$ cat src/hdl/dispatch_map.svh
// Notes on behaviour
// - Time request 0x21 answered with report 0x41.
// - Version request 0x1F answered with report 0x45.
// - Signal level request 0x27 answered with 0x47.
// - Fix request 0x37 answered with report 0x57.
// - Set time 0x2E acknowledged with report 0x4E.
// - Extended fix on 8E-20, 0x37, or auto.
// - Self-survey 8E-A6 answered with report 8F-A6.
// - Three stored sets: mobile, survey, timing.
// - Survey state picks the active set.
// - Survey state change switches set without command.
// - Only the active set accepts writes.
// - Dynamics and dimension limited per survey state.
// - Config subcode 0 alone queries, report answers.
// - Field 0xFF, or 0xFFFF for elevation, keeps stored value.
// - Dynamics default to land after reset.
// - Sea with auto dimension uses entered altitude.
// - Satellites below elevation mask excluded; default 0.1745.
// - Signal mask uses hysteresis for satellites both in use and locked.
// - Clear command mode 0x4B cold, 0x46 factory.
`ifndef DISPATCH_MAP_SVH
`define DISPATCH_MAP_SVH

// Request identifiers
`define ID_CLEAR_RST 8'h1e
`define ID_VER_REQ 8'h1f
`define ID_TIME_REQ 8'h21
`define ID_LEVEL_REQ 8'h27
`define ID_SET_TIME 8'h2e
`define ID_FIX_REQ 8'h37
`define ID_SUPER 8'h8e
`define ID_CONFIG 8'hbb

// Report identifiers
`define ID_TIME_RPT 8'h41
`define ID_VER_RPT 8'h45
`define ID_LEVEL_RPT 8'h47
`define ID_TIME_ACK 8'h4e
`define ID_FIX_RPT 8'h57
`define ID_SUPER_RPT 8'h8f

// Super packet subcodes
`define SUB_EXT_FIX 8'h20
`define SUB_SAVE 8'h26
`define SUB_SURVEY 8'ha6
`define SUB_NONE 8'h00
`define SUB_CFG_QUERY 8'h00

// Clear command modes
`define MODE_COLD 8'h4b
`define MODE_FACTORY 8'h46

// Payload lengths
`define LEN_NONE 8'h00
`define LEN_ONE 8'h01
`define LEN_SET_TIME 8'h06

// Field codes; dynamics and dimension encodings
`define KEEP8 8'hff
`define KEEP16 16'hffff
`define DYN_LAND 8'h01
`define DYN_SEA 8'h02
`define DYN_AIR 8'h03
`define DYN_STATIONARY 8'h04
`define DIM_AUTO 8'h00
`define DIM_2D 8'h03
`define DIM_3D 8'h04
`define DIM_SINGLE_SAT 8'h05
`define DIM_OVERDET 8'h07

// Reset values; elevation in units of 0.0001 rad, signal in 0.25 units
`define ELEV_DEFAULT 16'h06d1
`define LVL_DEFAULT 8'h10
`define LVL_HYST 8'h02

// Report queue and admission margin
`define FIFO_DEPTH 32
`define FIFO_MARGIN 3

`endif

$ cat src/hdl/dispatch_pkg.sv
package dispatch_pkg;
  // Survey state as delivered by the survey engine
  typedef enum logic [1:0] {SURVEY_OFF, SURVEY_RUN, SURVEY_DONE} survey_e;
  // Stored configuration set selector
  typedef logic [1:0] set_t;
  // One stored configuration set
  typedef struct packed {
    logic [7:0] dyn;
    logic [7:0] dim;
    logic [15:0] elev;
    logic [7:0] lvl;
  } cfg_s;
  // One report queue entry: identifier then subcode
  typedef logic [15:0] rpt_t;
  // Dispatcher sequencing
  typedef enum logic {ST_IDLE, ST_SECOND} disp_e;
endpackage

$ cat src/hdl/dispatch_if.sv
interface dispatch_if;
  import dispatch_pkg::*;
  logic push_valid;
  logic push_ready;
  rpt_t push_data;
  logic roomy;
  logic pop_valid;
  logic pop_ready;
  rpt_t pop_data;
  set_t rd_sel;
  set_t rd_sel_q;
  cfg_s rd_data;
  logic wr_en;
  set_t wr_sel;
  cfg_s wr_data;
  modport ctl (output push_valid, push_data, pop_ready, rd_sel, wr_en, wr_sel, wr_data,
               input push_ready, roomy, pop_valid, pop_data, rd_sel_q, rd_data);
  modport fifo (input push_valid, push_data, pop_ready,
                output push_ready, roomy, pop_valid, pop_data);
  modport bank (input rd_sel, wr_en, wr_sel, wr_data, output rd_sel_q, rd_data);
endinterface

$ cat src/hdl/report_fifo.sv
`include "dispatch_map.svh"
module report_fifo
  import dispatch_pkg::*;
#(
  parameter int WIDTH = 16,
  parameter int DEPTH = `FIFO_DEPTH
) (
  input wire logic clk,
  input wire logic nrst,
  dispatch_if.fifo q
);
  localparam int AW = $clog2(DEPTH);
  // Storage; output word sits in its own register stage
  logic [WIDTH-1:0] mem_q [DEPTH];
  logic [AW-1:0] wp_q;
  logic [AW-1:0] rp_q;
  logic [AW:0] cnt_q;
  logic [WIDTH-1:0] out_q;
  logic out_v_q;
  wire do_push = q.push_valid && q.push_ready;
  wire load_out = (cnt_q != '0) && (!out_v_q || q.pop_ready);
  assign q.push_ready = cnt_q != (AW + 1)'(DEPTH);
  // Margin keeps one-cycle-stale admission safe
  assign q.roomy = cnt_q <= (AW + 1)'(DEPTH - `FIFO_MARGIN);
  assign q.pop_valid = out_v_q;
  assign q.pop_data = out_q;
  // Array write
  always_ff @(posedge clk) begin
    if (do_push) begin
      mem_q[wp_q] <= q.push_data;
    end
  end
  // Pointers, fill and output stage
  always_ff @(posedge clk) begin
    if (!nrst) begin
      wp_q <= '0;
      rp_q <= '0;
      cnt_q <= '0;
      out_v_q <= 1'b0;
      out_q <= '0;
    end else begin
      wp_q <= do_push ? wp_q + 1'b1 : wp_q;
      rp_q <= load_out ? rp_q + 1'b1 : rp_q;
      cnt_q <= cnt_q + (AW + 1)'(do_push) - (AW + 1)'(load_out);
      if (load_out) begin
        out_q <= mem_q[rp_q];
        out_v_q <= 1'b1;
      end else if (q.pop_ready) begin
        out_v_q <= 1'b0;
      end
    end
  end
endmodule

$ cat src/hdl/cfg_bank.sv
`include "dispatch_map.svh"
module cfg_bank
  import dispatch_pkg::*;
(
  input wire logic clk,
  input wire logic nrst,
  dispatch_if.bank b
);
  // Three stored sets: mobile, survey, timing
  cfg_s set_q [3];
  cfg_s rd_q;
  set_t sel_q;
  localparam cfg_s DEF = '{dyn: `DYN_LAND, dim: `DIM_AUTO, elev: `ELEV_DEFAULT,
                           lvl: `LVL_DEFAULT};
  assign b.rd_data = rd_q;
  assign b.rd_sel_q = sel_q;
  // Sets load defaults at reset; one write port
  always_ff @(posedge clk) begin
    if (!nrst) begin
      for (int i = 0; i < 3; i++) begin
        set_q[i] <= DEF;
      end
    end else if (b.wr_en && b.wr_sel != 2'h3) begin
      set_q[b.wr_sel] <= b.wr_data;
    end
  end
  // Registered read; reflects a write one cycle later
  always_ff @(posedge clk) begin
    if (!nrst) begin
      rd_q <= DEF;
      sel_q <= '0;
    end else begin
      rd_q <= (b.rd_sel == 2'h3) ? DEF : set_q[b.rd_sel];
      sel_q <= b.rd_sel;
    end
  end
endmodule

$ cat src/hdl/cmd_dispatch.sv
`include "dispatch_map.svh"
module cmd_dispatch
  import dispatch_pkg::*;
(
  input wire logic clk,
  input wire logic nrst,
  // Received packet, one per handshake
  input wire logic cmd_valid,
  output logic cmd_ready,
  input wire logic [7:0] cmd_id,
  input wire logic [7:0] cmd_sub,
  input wire logic [7:0] cmd_len,
  input wire logic [7:0] cmd_dyn,
  input wire logic [7:0] cmd_dim,
  input wire logic [15:0] cmd_elev,
  input wire logic [7:0] cmd_lvl,
  // Report identifiers toward the packet framer
  output logic rpt_valid,
  input wire logic rpt_ready,
  output logic [7:0] rpt_id,
  output logic [7:0] rpt_sub,
  // Automatic fix output
  input wire logic auto_en,
  input wire logic fix_tick,
  // Survey state and actions
  input wire logic [1:0] survey_state,
  output logic survey_cmd,
  output logic [7:0] survey_arg,
  output logic flash_save,
  output logic mem_clear,
  output logic flash_clear,
  output logic restart,
  output logic time_load,
  // Active configuration
  output logic [1:0] active_set,
  output logic [7:0] act_dyn,
  output logic [7:0] act_dim,
  output logic [15:0] act_elev,
  output logic [7:0] act_lvl,
  output logic alt_user,
  output logic cfg_written,
  output logic cfg_reject,
  // Per-satellite admission check
  input wire logic sv_check,
  input wire logic [15:0] sv_elev,
  input wire logic [7:0] sv_level,
  input wire logic sv_in_use,
  input wire logic sv_locked,
  output logic sv_use,
  output logic sv_use_valid
);

  ////////////////////////////////////////////////////////////////////////////
  // Sub-blocks

  // Shared carrier to queue and set store
  dispatch_if u_if ();

  // Report queue keeps order and keeps reports whole
  report_fifo #(
    .WIDTH(16),
    .DEPTH(`FIFO_DEPTH)
  ) u_fifo (
    .clk(clk),
    .nrst(nrst),
    .q(u_if.fifo)
  );

  // Three configuration sets
  cfg_bank u_bank (
    .clk(clk),
    .nrst(nrst),
    .b(u_if.bank)
  );

  ////////////////////////////////////////////////////////////////////////////
  // State

  disp_e st_q; // Dispatcher sequence
  disp_e st_d;
  logic ready_q; // Admission, from a flop
  logic auto_pend_q; // Automatic fix waiting for a queue slot
  logic survey_cmd_q;
  logic [7:0] survey_arg_q;
  logic flash_save_q;
  logic mem_clear_q;
  logic flash_clear_q;
  logic restart_q;
  logic time_load_q;
  logic cfg_written_q;
  logic cfg_reject_q;
  logic alt_user_q;
  logic sv_use_q;
  logic sv_use_v_q;
  set_t act_q;

  ////////////////////////////////////////////////////////////////////////////
  // Active set selection

  survey_e sstate;
  set_t act_now;
  assign sstate = survey_e'(survey_state);
  // Disabled maps to mobile, running to survey, done to timing
  assign act_now = (sstate == SURVEY_RUN) ? 2'h1 :
                   (sstate == SURVEY_DONE) ? 2'h2 : 2'h0;
  // Read port follows the survey state, no command needed
  assign u_if.rd_sel = act_now;

  ////////////////////////////////////////////////////////////////////////////
  // Command decode

  wire take = cmd_valid && ready_q;
  wire no_data = cmd_len == `LEN_NONE;
  wire is_time = cmd_id == `ID_TIME_REQ && no_data;
  wire is_ver = cmd_id == `ID_VER_REQ && no_data;
  wire is_level = cmd_id == `ID_LEVEL_REQ && no_data;
  wire is_fix = cmd_id == `ID_FIX_REQ && no_data;
  wire is_settime = cmd_id == `ID_SET_TIME && cmd_len == `LEN_SET_TIME;
  wire is_super = cmd_id == `ID_SUPER && cmd_len != `LEN_NONE;
  wire is_ext_fix = is_super && cmd_sub == `SUB_EXT_FIX;
  wire is_survey = is_super && cmd_sub == `SUB_SURVEY;
  wire is_save = is_super && cmd_sub == `SUB_SAVE;
  wire is_cfg = cmd_id == `ID_CONFIG && cmd_sub == `SUB_CFG_QUERY;
  wire is_cfg_query = is_cfg && cmd_len == `LEN_ONE;
  wire is_cfg_set = is_cfg && cmd_len > `LEN_ONE;
  wire is_clear = cmd_id == `ID_CLEAR_RST && cmd_len == `LEN_ONE;
  wire is_cold = is_clear && cmd_sub == `MODE_COLD;
  wire is_factory = is_clear && cmd_sub == `MODE_FACTORY;

  // Report owed for the accepted packet; anything else yields none
  wire [7:0] r_id = is_time ? `ID_TIME_RPT :
                    is_ver ? `ID_VER_RPT :
                    is_level ? `ID_LEVEL_RPT :
                    is_fix ? `ID_FIX_RPT :
                    is_settime ? `ID_TIME_ACK :
                    is_cfg_query ? `ID_CONFIG :
                    `ID_SUPER_RPT;
  wire [7:0] r_sub = (is_ext_fix || is_survey || is_save) ? cmd_sub : `SUB_NONE;
  wire r_any = is_time || is_ver || is_level || is_fix || is_settime || is_cfg_query ||
               is_ext_fix || is_survey || is_save;
  wire cmd_push = take && r_any;
  wire second_push = st_q == ST_SECOND;

  ////////////////////////////////////////////////////////////////////////////
  // Configuration write merge and limits

  cfg_s cur;
  cfg_s merged;
  assign cur = u_if.rd_data;
  // Keep codes leave the stored field untouched
  assign merged.dyn = (cmd_dyn == `KEEP8) ? cur.dyn : cmd_dyn;
  assign merged.dim = (cmd_dim == `KEEP8) ? cur.dim : cmd_dim;
  assign merged.elev = (cmd_elev == `KEEP16) ? cur.elev : cmd_elev;
  assign merged.lvl = (cmd_lvl == `KEEP8) ? cur.lvl : cmd_lvl;

  wire dyn_moving = merged.dyn == `DYN_LAND || merged.dyn == `DYN_SEA ||
                    merged.dyn == `DYN_AIR;
  wire dim_nav = merged.dim == `DIM_2D || merged.dim == `DIM_3D || merged.dim == `DIM_AUTO;
  wire dim_timing = merged.dim == `DIM_SINGLE_SAT || merged.dim == `DIM_OVERDET;
  // Mobile takes anything; survey and timing are fenced
  wire legal = (act_now == 2'h1) ? (dyn_moving && dim_nav) :
               (act_now == 2'h2) ? (merged.dyn == `DYN_STATIONARY && dim_timing) :
               1'b1;
  // Read data must belong to the set that is active now
  wire sel_fresh = u_if.rd_sel_q == act_now;
  wire cfg_ok = take && is_cfg_set && legal && sel_fresh;
  wire cfg_bad = take && is_cfg_set && !(legal && sel_fresh);

  // Writes only ever target the active set
  assign u_if.wr_en = cfg_ok;
  assign u_if.wr_sel = act_now;
  assign u_if.wr_data = merged;

  ////////////////////////////////////////////////////////////////////////////
  // Queue feed

  // Command reports first, automatic fix only into a free cycle
  wire auto_push = auto_pend_q && !cmd_push && !second_push && u_if.push_ready;
  assign u_if.push_valid = cmd_push || second_push || auto_push;
  assign u_if.push_data = second_push ? {`ID_SUPER_RPT, `SUB_EXT_FIX} :
                          auto_push ? {`ID_SUPER_RPT, `SUB_EXT_FIX} :
                          {r_id, r_sub};
  assign u_if.pop_ready = rpt_ready;

  // Extended fix follows the fix status report
  assign st_d = (take && is_fix) ? ST_SECOND : ST_IDLE;

  // Dispatcher sequence and admission
  // Stale by a cycle, so margin; pause after a write
  always_ff @(posedge clk) begin
    if (!nrst) begin
      st_q <= ST_IDLE;
      ready_q <= 1'b0;
    end else begin
      st_q <= st_d;
      ready_q <= (st_d == ST_IDLE) && u_if.roomy && !cfg_ok;
    end
  end

  // Pending automatic fix; a new tick beats the clear
  always_ff @(posedge clk) begin
    if (!nrst) begin
      auto_pend_q <= 1'b0;
    end else if (fix_tick && auto_en) begin
      auto_pend_q <= 1'b1;
    end else if (auto_push) begin
      auto_pend_q <= 1'b0;
    end
  end

  ////////////////////////////////////////////////////////////////////////////
  // Action pulses

  // One-cycle strobes to the receiver processor
  always_ff @(posedge clk) begin
    if (!nrst) begin
      survey_cmd_q <= 1'b0;
      flash_save_q <= 1'b0;
      mem_clear_q <= 1'b0;
      flash_clear_q <= 1'b0;
      restart_q <= 1'b0;
      time_load_q <= 1'b0;
      cfg_written_q <= 1'b0;
      cfg_reject_q <= 1'b0;
    end else begin
      survey_cmd_q <= take && is_survey;
      flash_save_q <= take && is_save;
      mem_clear_q <= take && (is_cold || is_factory);
      flash_clear_q <= take && is_factory;
      restart_q <= take && (is_cold || is_factory);
      time_load_q <= take && is_settime;
      cfg_written_q <= cfg_ok;
      cfg_reject_q <= cfg_bad;
    end
  end

  // Survey argument holds until the next survey command
  always_ff @(posedge clk) begin
    if (!nrst) begin
      survey_arg_q <= 8'h00;
    end else if (take && is_survey) begin
      survey_arg_q <= cmd_sub;
    end
  end

  ////////////////////////////////////////////////////////////////////////////
  // Active configuration outputs

  // Sea with auto dimension falls back on the entered altitude
  always_ff @(posedge clk) begin
    if (!nrst) begin
      act_q <= 2'h0;
      alt_user_q <= 1'b0;
    end else begin
      act_q <= u_if.rd_sel_q;
      alt_user_q <= cur.dyn == `DYN_SEA && cur.dim == `DIM_AUTO;
    end
  end

  ////////////////////////////////////////////////////////////////////////////
  // Satellite admission

  // Hysteresis: held satellites may dip, new ones must clear the band
  wire [8:0] lvl_lo = {1'b0, cur.lvl} - {1'b0, `LVL_HYST};
  wire [8:0] lvl_hi = {1'b0, cur.lvl} + {1'b0, `LVL_HYST};
  wire keep_lvl = lvl_lo[8] || ({1'b0, sv_level} >= lvl_lo);
  wire new_lvl = {1'b0, sv_level} >= lvl_hi;
  wire lvl_ok = (sv_in_use && sv_locked) ? keep_lvl : new_lvl;
  wire elev_ok = sv_elev >= cur.elev;

  // Verdict one cycle after the check strobe
  always_ff @(posedge clk) begin
    if (!nrst) begin
      sv_use_q <= 1'b0;
      sv_use_v_q <= 1'b0;
    end else begin
      sv_use_v_q <= sv_check;
      if (sv_check) begin
        sv_use_q <= elev_ok && lvl_ok;
      end
    end
  end

  ////////////////////////////////////////////////////////////////////////////
  // Port drive, all from flops

  assign cmd_ready = ready_q;
  assign rpt_valid = u_if.pop_valid;
  assign rpt_id = u_if.pop_data[15:8];
  assign rpt_sub = u_if.pop_data[7:0];
  assign survey_cmd = survey_cmd_q;
  assign survey_arg = survey_arg_q;
  assign flash_save = flash_save_q;
  assign mem_clear = mem_clear_q;
  assign flash_clear = flash_clear_q;
  assign restart = restart_q;
  assign time_load = time_load_q;
  assign active_set = act_q;
  assign act_dyn = cur.dyn;
  assign act_dim = cur.dim;
  assign act_elev = cur.elev;
  assign act_lvl = cur.lvl;
  assign alt_user = alt_user_q;
  assign cfg_written = cfg_written_q;
  assign cfg_reject = cfg_reject_q;
  assign sv_use = sv_use_q;
  assign sv_use_valid = sv_use_v_q;

endmodule

$ cat config.mk
export PLATFORM = sky130hd
export DESIGN_NAME = cmd_dispatch
export DESIGN_NICKNAME = d
export VERILOG_FILES = /design/src/hdl/dispatch_pkg.sv /design/src/hdl/dispatch_if.sv /design/src/hdl/report_fifo.sv /design/src/hdl/cfg_bank.sv /design/src/hdl/cmd_dispatch.sv
export VERILOG_INCLUDE_DIRS = /design/src /design/src/hdl
export SDC_FILE = /design/constraint.sdc
export NUM_CORES = 1
export LEC_CHECK = 0
export BUFFER_PORTS_ARGS = -buffer_cell sky130_fd_sc_hd__buf_2
export CORE_MARGIN = 2
export CORE_UTILIZATION = 60
export DETAILED_ROUTE_END_ITERATION = 8
export PLACE_DENSITY = 0.9
export SYNTH_ARGS = -nofsm -noshare
export SYNTH_HDL_FRONTEND = slang
export SYNTH_SLANG_ARGS = --single-unit
$ cat constraint.sdc
create_clock -name clk -period 5.1 [get_ports clk]
set_clock_uncertainty 0.1 [all_clocks]
set_input_delay 0.51 -clock clk [delete_from_list [all_inputs] [get_ports clk]]
set_output_delay 0.51 -clock clk [all_outputs]
set_load 0.05 [all_outputs]
# After elaboration in Yosys (flattened, before gate mapping)
# Memory sizes are Yosys's and may differ from the RTL's. A register that Yosys moved wholly into a read port is not among the register bits.
# Index checks and enable logic that the tools add are counted.
# op_classes
n_eq_ne	36
n_reduce_logical	78
bitwise	2
order_cmp	5
addsub	6
n_mux	32
# op_table
op	n
two-way mux 8 bit	9
== test 8 x 6 -> 1 bit, second input constant	6
== test 8 bit, second input constant	6
two-way mux 16 bit	3
logical AND 1 bit	42
== test 8 x 3 -> 1 bit, second input constant	5
two-way mux 40 bit	1
OR reduction 40 bit	1
== test 8 x 2 -> 1 bit, second input constant	4
zero test 8 bit	4
logical OR 1 bit	20
greater-or-equal comparator 8 x 9 -> 1 bit	2
== test 16 bit, second input constant	1
== test 8 x 1 -> 1 bit, second input constant	2
== test 8 x 5 -> 1 bit, second input constant	2
== test 8 x 7 -> 1 bit, second input constant	2
greater-or-equal comparator 16 bit	1
two-way mux 1 bit	15
adder 5 x 1 -> 5 bit, second input constant	2
adder 8 x 2 -> 9 bit, second input constant	1
subtractor 8 x 2 -> 9 bit, second input constant	1
greater-than comparator 8 x 1 -> 1 bit, second input constant	1
nonzero test 8 bit	1
adder 6 x 1 -> 6 bit	1
other kinds (14)	26
# word_totals
output_inout_bits	79
ramBits	632
regBits	42
inputBits	99
memories	2
word_cells	181
# mem_list
memory	depth	width	rd	rd_clocked_by_memory_dff	wr	line_no	source
u_fifo.mem_q	32	16	1	1	1	report_fifo.sv:14	logic [WIDTH-1:0] mem_q [DEPTH];
u_bank.set_q	3	40	1	1	3	cfg_bank.sv:10	cfg_s set_q [3];

# Depth between registers and ports, before layout
# Gate-level depths: netlist of the first run.
# depth
ltp_word	19
mapped_depth	15
depth_no_buf	13

# Hierarchy
# From an unflattened synthesis of the first run, not the netlist that was laid out.
# unflattened
cells_unflattened	1924
hier_area_um2	30385.4
# by_module_without_submodules
mod	area_per_inst_um2	seq_area_each_um2	instances	cells_per_inst
report_fifo	21111.5	16035.4	1	1030
cfg_bank	6482.5	4444.3	1	530
cmd_dispatch	2791.4	460.4	1	364

# Worst setup path before layout of the first run
# OpenSTA, ideal clock, no wires.
# synth_path
path_type	in2reg
from	in cmd_len[1]
to	mem u_fifo.mem_q[0][12] (data pin)
stages	7
path_buffers	1
required_ns	4.535
setup_ns	0.465
arrival_ns	3.731
slack_ns	0.804
path_cell_list	nor4_1 -> nand2_1 -> or3_1 -> a41o_1 -> a31oi_1 -> clkbuf_1 -> a21boi_0
# synth_via
elab_chain_len	17
elab_cells_between_ends	35
cone_classes	eq/ne: 2; mux: 8; reduce/logical: 25
# synth_lines
item	line_no	source
from (decl)	cmd_dispatch.sv:12	input wire logic [7:0] cmd_len,
zero test 8 bit (no line)	n/a	
logical AND 1 bit, on equally long branches	cmd_dispatch.sv:114, cmd_dispatch.sv:115	
logical OR 1 bit (6 in a row)	cmd_dispatch.sv:139	wire r_any = is_time || is_ver || is_level || is_fix || is_settime || is_cfg_query ||
logical OR 1 bit (2 in a row)	cmd_dispatch.sv:140	is_ext_fix || is_survey || is_save;
logical AND 1 bit	cmd_dispatch.sv:141	wire cmd_push = take && r_any;
zero test 1 bit	cmd_dispatch.sv:178	wire auto_push = auto_pend_q && !cmd_push && !second_push && u_if.push_ready;
logical AND 1 bit (3 in a row)	cmd_dispatch.sv:178	
two-way mux 16 bit *	cmd_dispatch.sv:181	auto_push ? {`ID_SUPER_RPT, `SUB_EXT_FIX} :
two-way mux 16 bit *	cmd_dispatch.sv:180	assign u_if.push_data = second_push ? {`ID_SUPER_RPT, `SUB_EXT_FIX} :
net u_fifo.q.push_data[12]	dispatch_if.sv:18	modport fifo (input push_valid, push_data, pop_ready,
to (decl)	report_fifo.sv:14	
# Mark *: on every way through the listed nets, which the timed path passes. The rest lies on a longest branch.

==> reports/metrics.yaml, run 1 <==
run_status:
  status: "completed"
die:
  start_util: 0.6083
  die_area_sq_mm: 0.05153
  fp.dieW_um: 227.0
  core_area_sq_mm: 0.04905
  dieHeight_um: 227.0
  ioPinCount: 178
  fp-row-count: 81
global_routing:
  grt_pass1_vias: 18475
  antenna_found_initial: 2
  track_usage: 0.3105
  grt-ovfl-total: 0
  grt_max_degree: 86
  grt_pass1_wl_um: 114200
worst_setup_path:
  required_ps: 5470
  path_class: "reg -> reg"
  worstPathArrival_ps: 3720
  crit_fanout: 82
  start_kind: "flip-flop"
  cp-end-kind: "flip-flop"
run:
  cap_violations: 0
timing:
  relSlewSlack: 0.1604
  rsz0062_at_grt: "false"
  worstMarginPinSlew_ps: 1259
  setup_violations: 0
  hold_viol: 0
  fmax_ghz: 0.2983
  min_period_ps: 3353
  period_share: 0.6574
  fin_setup_tns_ps: 0
  finalMaxSlewViolations: 0
final_layout:
  seq_area_sq_mm: 0.02095
  nNetsFinal: 2305
  area.growth.synth_to_final_pct: 16.89
  final_cells: 2877
  utilization: 0.7110
  fillCellCount: 2927
  drive_gt1_frac: 0.2554
  multiInputGateArea_sq_mm: 0.008931
yosys:
  synth_seq_area_share: 0.7018
  syn_avg_cell_area_sq_um: 16.87
  ys_types: 71
  synth_edf_count: 632
  syn_area_sq_mm: 0.02984
  yosysWarnings: 0
  synth_top_area_frac: 0.6360
  synth_area_leaders: "edfxtp_1, mux4_2, dfxtp_1"
  synthArstFlopShare: 0
  yosysTopAreaCell: "edfxtp_1"
  netlist_instances: 1769
  synth_top_flop_cell: "edfxtp_1"
  ys_ff_latch: 730
clocking:
  clock-sinks: 730
  numCtsBuffers: 72
  htree_num_levels: 3
  postCtsHoldBufs: 0
  cts_tree: "done"
  clk_pin_slew_ps: 60
  clk_latency_ps: 610
  cts_setup_buffers: 0
  clockRootBuffer: "clkbuf_16"
  clockBufferDepth: 3
  postCtsResizedCells: 0
drt:
  routedWlPerCell_um: 27.01
  wl_um: 77700
  vias: 17935
  drtIter0Drc: 2226
  drcViolationCount: 0
  firstDrtPassIters: 6
  vias_per_cell: 6.234
  ant_nets: 0
place:
  placement.io_buffers: 177
  place.gp.congestion: 0.8951
  dp_cells: 2745
  dp_hpwl_um: 47920
power:
  p_leak_uw: 0.01291
  ir_drop_mv: 0.5572
  p_per_area_mw_per_mm2: 420.6
min_path:
  min_path_type: "in -> reg"
-- Yosys cell counts, types with 10 or more instances --
cell type and instances:
edfxtp_1 632, mux4_2 160, nor2_1 130, dfxtp_1 98, nand2_1 97, o21ai_0 70, and2_1 64, clkbuf_1 60
mux2i_1 55, ha_1 50, inv_1 44, a21oi_1 36, buf_1 22, nand4_1 21, and3_1 16, nand3_1 16
nand2b_1 13, nor3_1 11, nor4_1 11, o22ai_1 11, xor2_1 11, o21a_1 10, or3_1 10, xnor2_1 10
-- critical path, stage by stage, from the launching register on --
cell and delay, ps:
dfxtp_4 1160, buf_4 510, mux4_2 400, mux4_2 570, mux2i_1 290, a21oi_1 120
-- logic make-up (layout without fill, tap and decap cells) --
group	Yosys count	after routing	synth area share
DFF	730	730	0.7018
and+or+nand+nor	428	428	0.07217
AOI/OAI and AO/OA	177	177	0.03740
other	1	151	0.0001257
muxes	224	224	0.1426
buffers and inverters	137	431	0.01811
adders and majority gates	51	51	0.02164
xor gates and xnor gates	21	21	0.006164
-- registers in the layout, summed over array words and instances, names as in the netlist, 2 cells and up --
signal and cells:
u_fifo.rp_q 5, u_fifo.wp_q 5, active_set 2, u_bank.b.rd_sel_q 2, u_bank.set_q 120, u_bank.b.rd_data 40, u_fifo.mem_q 512, u_fifo.cnt_q 6
u_fifo.q.pop_data 16, survey_arg 8
-- stage by stage --
stage	power [uW]	area [sq um]	hold slack, ps	setup slack (ps)
finish	14670	34880	67.20	1747
global route	15110	34870	57.81	1647
floorplan	8524	30400	354.2	804.2
global placement	9129	32390	349.7	1521
CTS	14720	34870	47.22	1763
detailed placement	9216	32390	363.9	1281
-- worst paths after layout --
check	to	start	slack, ps	cells after the start
worst min register to register	survey_arg[2]$_SDFFE_PN0P_	survey_arg[2]$_SDFFE_PN0P_	370	1
worst max register to register	u_fifo.q.pop_data[4]$_SDFFE_PN0P_	u_fifo.rp_q[1]$_SDFFE_PN0P_	1750	5
worst min-delay path	sv_use_valid$_SDFF_PN0_	sv_check	70	2
worst max-delay path	u_fifo.q.pop_data[4]$_SDFFE_PN0P_	u_fifo.rp_q[1]$_SDFFE_PN0P_	1750	5
-- power by group --
group / leakage, uW / internal, uW / switching (uW)
combinational: 0.00450 / 999 / 1260
clock: 0.00120 / 3310 / 2220
sequential: 0.00721 / 6580 / 301
total: 0.0129 / 10900 / 3780
-- per-layer routing --
metal | share of wire | track usage | vias to the layer above
li1 | - | - | 7530
met1 | 0.34 | 0.3794 | 8900
met2 | 0.50 | 0.5288 | 1232
met3 | 0.11 | 0.07628 | 271
met4 | 0.049 | 0.1402 | 2
met5 | 0.00017 | 0 | -
-- cell usage in the layout (no fill, tap or decap), types with 44 or more instances in the layout --
cell	n
nor2_1	130
conb_1	150
mux4_2	160
buf_4	71
and2_1	64
clkbuf_16	77
edfxtp_1	632
inv_1	44
o21ai_0	70
mux2i_1	55
ha_1	49
dfxtp_1	95
buf_2	177
nand2_1	97
-- area by class of cell --
type / instances / area share
flip-flops and latches: 730 / 0.6006
multi-input cells: 1051 / 0.2561
clock buffers: 92 / 0.05887
repair buffers: 252 / 0.04298
well taps: 664 / 0.02382
clock inverters: 39 / 0.01238
inverters: 48 / 0.005166
diodes: 1 / 0.00007175
Note: power is estimated with default switching activity, not from simulation.
==> run 2: changes to the inputs <==
- ABC_AREA: default -> 1
- CORE_UTILIZATION: 60 -> 61
- PLACE_DENSITY: 0.9 -> 0.91
- clock period: 5.1 -> 3.5 ns (I/O delays scaled with it)
==> reports/metrics.yaml, run 2 <==
clocking:
  clock-sinks: 767
  clockRootBuffer: "clkbuf_16"
  cts_setup_buffers: 0
  htree_num_levels: 3
  clockBufferDepth: 3
  clk_pin_slew_ps: 60
  numCtsBuffers: 75
  cts_tree: "done"
  clk_latency_ps: 640
yosys:
  yosysWarnings: 0
  synth_area_leaders: "edfxtp_1, dfxtp_1, nor2_1"
  ys_types: 46
  yosysTopAreaCell: "edfxtp_1"
  synthArstFlopShare: 0
  synth_edf_count: 669
  netlist_instances: 2714
  synth_seq_area_share: 0.6984
  synth_common_cells: "edfxtp_1, nor2_1, o21ai_0"
  synth_top_flop_cell: "edfxtp_1"
  synth_top_area_frac: 0.6362
  ys_ff_latch: 767
  syn_area_sq_mm: 0.03158
  syn_avg_cell_area_sq_um: 11.63
  yosysMostFrequentCell: "edfxtp_1"
worst_setup_path:
  required_ps: 3940
  cp-end-kind: "flip-flop"
  worstPathArrival_ps: 3700
  crit_start: "cmd_sub[7]"
  start_kind: "input port"
  path_class: "in -> reg"
  crit_fanout: 7
  worstReg2RegStart: "u_fifo.rp_q[0]$_SDFFE_PN0P_"
run_status:
  failed_checks: "DRC, capacitance limit"
  status: "finished, violations left"
drt:
  firstDrtPassIters: 8
  ant_nets: 0
  vias: 24036
  routedWlPerCell_um: 22.30
  wl_um: 85640
  drtIter0Drc: 3604
  drcViolationCount: 2
  vias_per_cell: 6.259
final_layout:
  nNetsFinal: 3252
  utilization: 0.7152
  area.growth.synth_to_final_pct: 15.97
  drive_gt1_frac: 0.1368
  final_common_cell: "edfxtp_1"
  layout_common_cells: "edfxtp_1, nor2_1, o21ai_0, nand2_1, conb_1"
  regMostFlops: "u_fifo.mem_q"
  largest_reg_flops: 512
global_routing:
  grt_max_degree: 130
  grt_pass1_wl_um: 129800
  antenna_found_initial: 1
  track_usage: 0.3173
  grt_pass1_vias: 24062
  grt-ovfl-total: 0
timing:
  finalMaxSlewViolations: 0
  fin_setup_tns_ps: 0
  setup_violations: 0
  rsz0062_at_grt: "false"
  hold_viol: 0
  period_share: 0.9318
  fmax_ghz: 0.3066
  min_period_ps: 3261
  worstMarginPinSlew_ps: 1485
  relSlewSlack: 0.009908
place:
  place.gp.congestion: 0.8901
  placement.io_buffers: 177
  dp_hpwl_um: 50990
power:
  p_per_area_mw_per_mm2: 634.0
  p_leak_uw: 0.01410
  ir_drop_mv: 0.4064
min_path:
  worstHoldStart: "cmd_dyn[5]"
  min_path_type: "in -> reg"
run:
  cap_violations: 1
die:
  fp-row-count: 83
  die_area_sq_mm: 0.05360
  fp.dieW_um: 231.5
  start_util: 0.6167
  dieHeight_um: 231.5
  ioPinCount: 178
  core_area_sq_mm: 0.05120
run 2: layout make-up:
cell class              instances  area, sq um
diodes                          1        2.502
clock inverters                31        230.2
well taps                     680        850.8
inverters                     167        631.9
repair buffers                275         1702
flip-flops and latches        767        22060
fillers                      2931        14580
clock buffers                 103         2105
multi-input cells            1816         9036
run 2: stage by stage:
| stage | std cells | setup WS [ps] | instance area (sq um) | hold slack [ps] | power [uW] |
|---|---|---|---|---|---|
| floorplan | 2900 | 287.8 | 32270 | 328.0 | 13740 |
| global placement | 3693 | 360.4 | 34160 | 332.7 | 15000 |
| detailed placement | 3693 | 328.5 | 34160 | 340.2 | 15310 |
| CTS | 3839 | 223.1 | 36610 | 5.314 | 23020 |
| global route | 3839 | 31.54 | 36610 | 30.14 | 23900 |
| finish | 3840 | 238.7 | 36620 | 25.39 | 23220 |
run 2: worst paths after layout:
| path | slack [ps] | end | cells past startpoint |
|---|---|---|---|
| setup / recovery | 240 | u_fifo.cnt_q[4]$_SDFF_PN0_ | 21 |
| hold / removal | 30 | u_bank.set_q[3][37]$_DFFE_PP_ | 3 |
| setup reg to reg | 480 | u_fifo.q.pop_data[7]$_SDFFE_PN0P_ | 8 |
| hold reg to reg | 350 | survey_arg[1]$_SDFFE_PN0P_ | 2 |
run 2: power by group:
| group | leakage (uW) | internal (uW) | switching (uW) | total, uW |
|---|---|---|---|---|
| sequential | 0.00738 | 10200 | 246 | 10400 |
| combinational | 0.00558 | 1340 | 3670 | 5010 |
| clock | 0.00115 | 4430 | 3360 | 7790 |
run 2: worst max-delay path, stage by stage:
cell and delay (ps):
dlygate4sd3_1 520, buf_2 130, nor3_1 50, dlygate4sd3_1 550, inv_1 70, nand2_1 50, nand3_1 90, nand4_1 80
nand2_1 90, nand3_1 120, nand2_2 140, inv_2 120, ha_1 250, fa_1 420, nand2_1 100, inv_1 60
nor2_1 80, nor2_1 50, nor2_1 120, o21ai_0 110, a21oi_1 140
run 2: routing by layer:
metal | share of wire | global-route usage | wire length [um] | up-vias
met5 | 0.00013 | 0 | 11 | -
met4 | 0.066 | 0.2010 | 5639 | 2
li1 | - | - | - | 10314
met1 | 0.33 | 0.3796 | 28470 | 11323
met2 | 0.49 | 0.5307 | 41960 | 1969
met3 | 0.11 | 0.06115 | 9560 | 428
run 2: repair_timing:
| item | 4_1_cts | 5_1_grt |
|---|---|---|
| endpoints found under the setup margin | 0 | 1 |
| hold buffers | 12 | 0 |
| hold endpoints to repair | 11 | 0 |
| gates resized for setup | 0 | 1 |
run 2: logic make-up after synthesis:
group                    count (synthesis)  synth area share
adder cells (fa/ha/maj)                 51           0.02045
flip-flops                             767            0.6984
XOR/XNOR                                13          0.003606
AO/OA/AOI/OAI                          590            0.1068
other                                    1         0.0001188
AND/OR/NAND/NOR                        975            0.1319
buffers and inverters                  317           0.03883
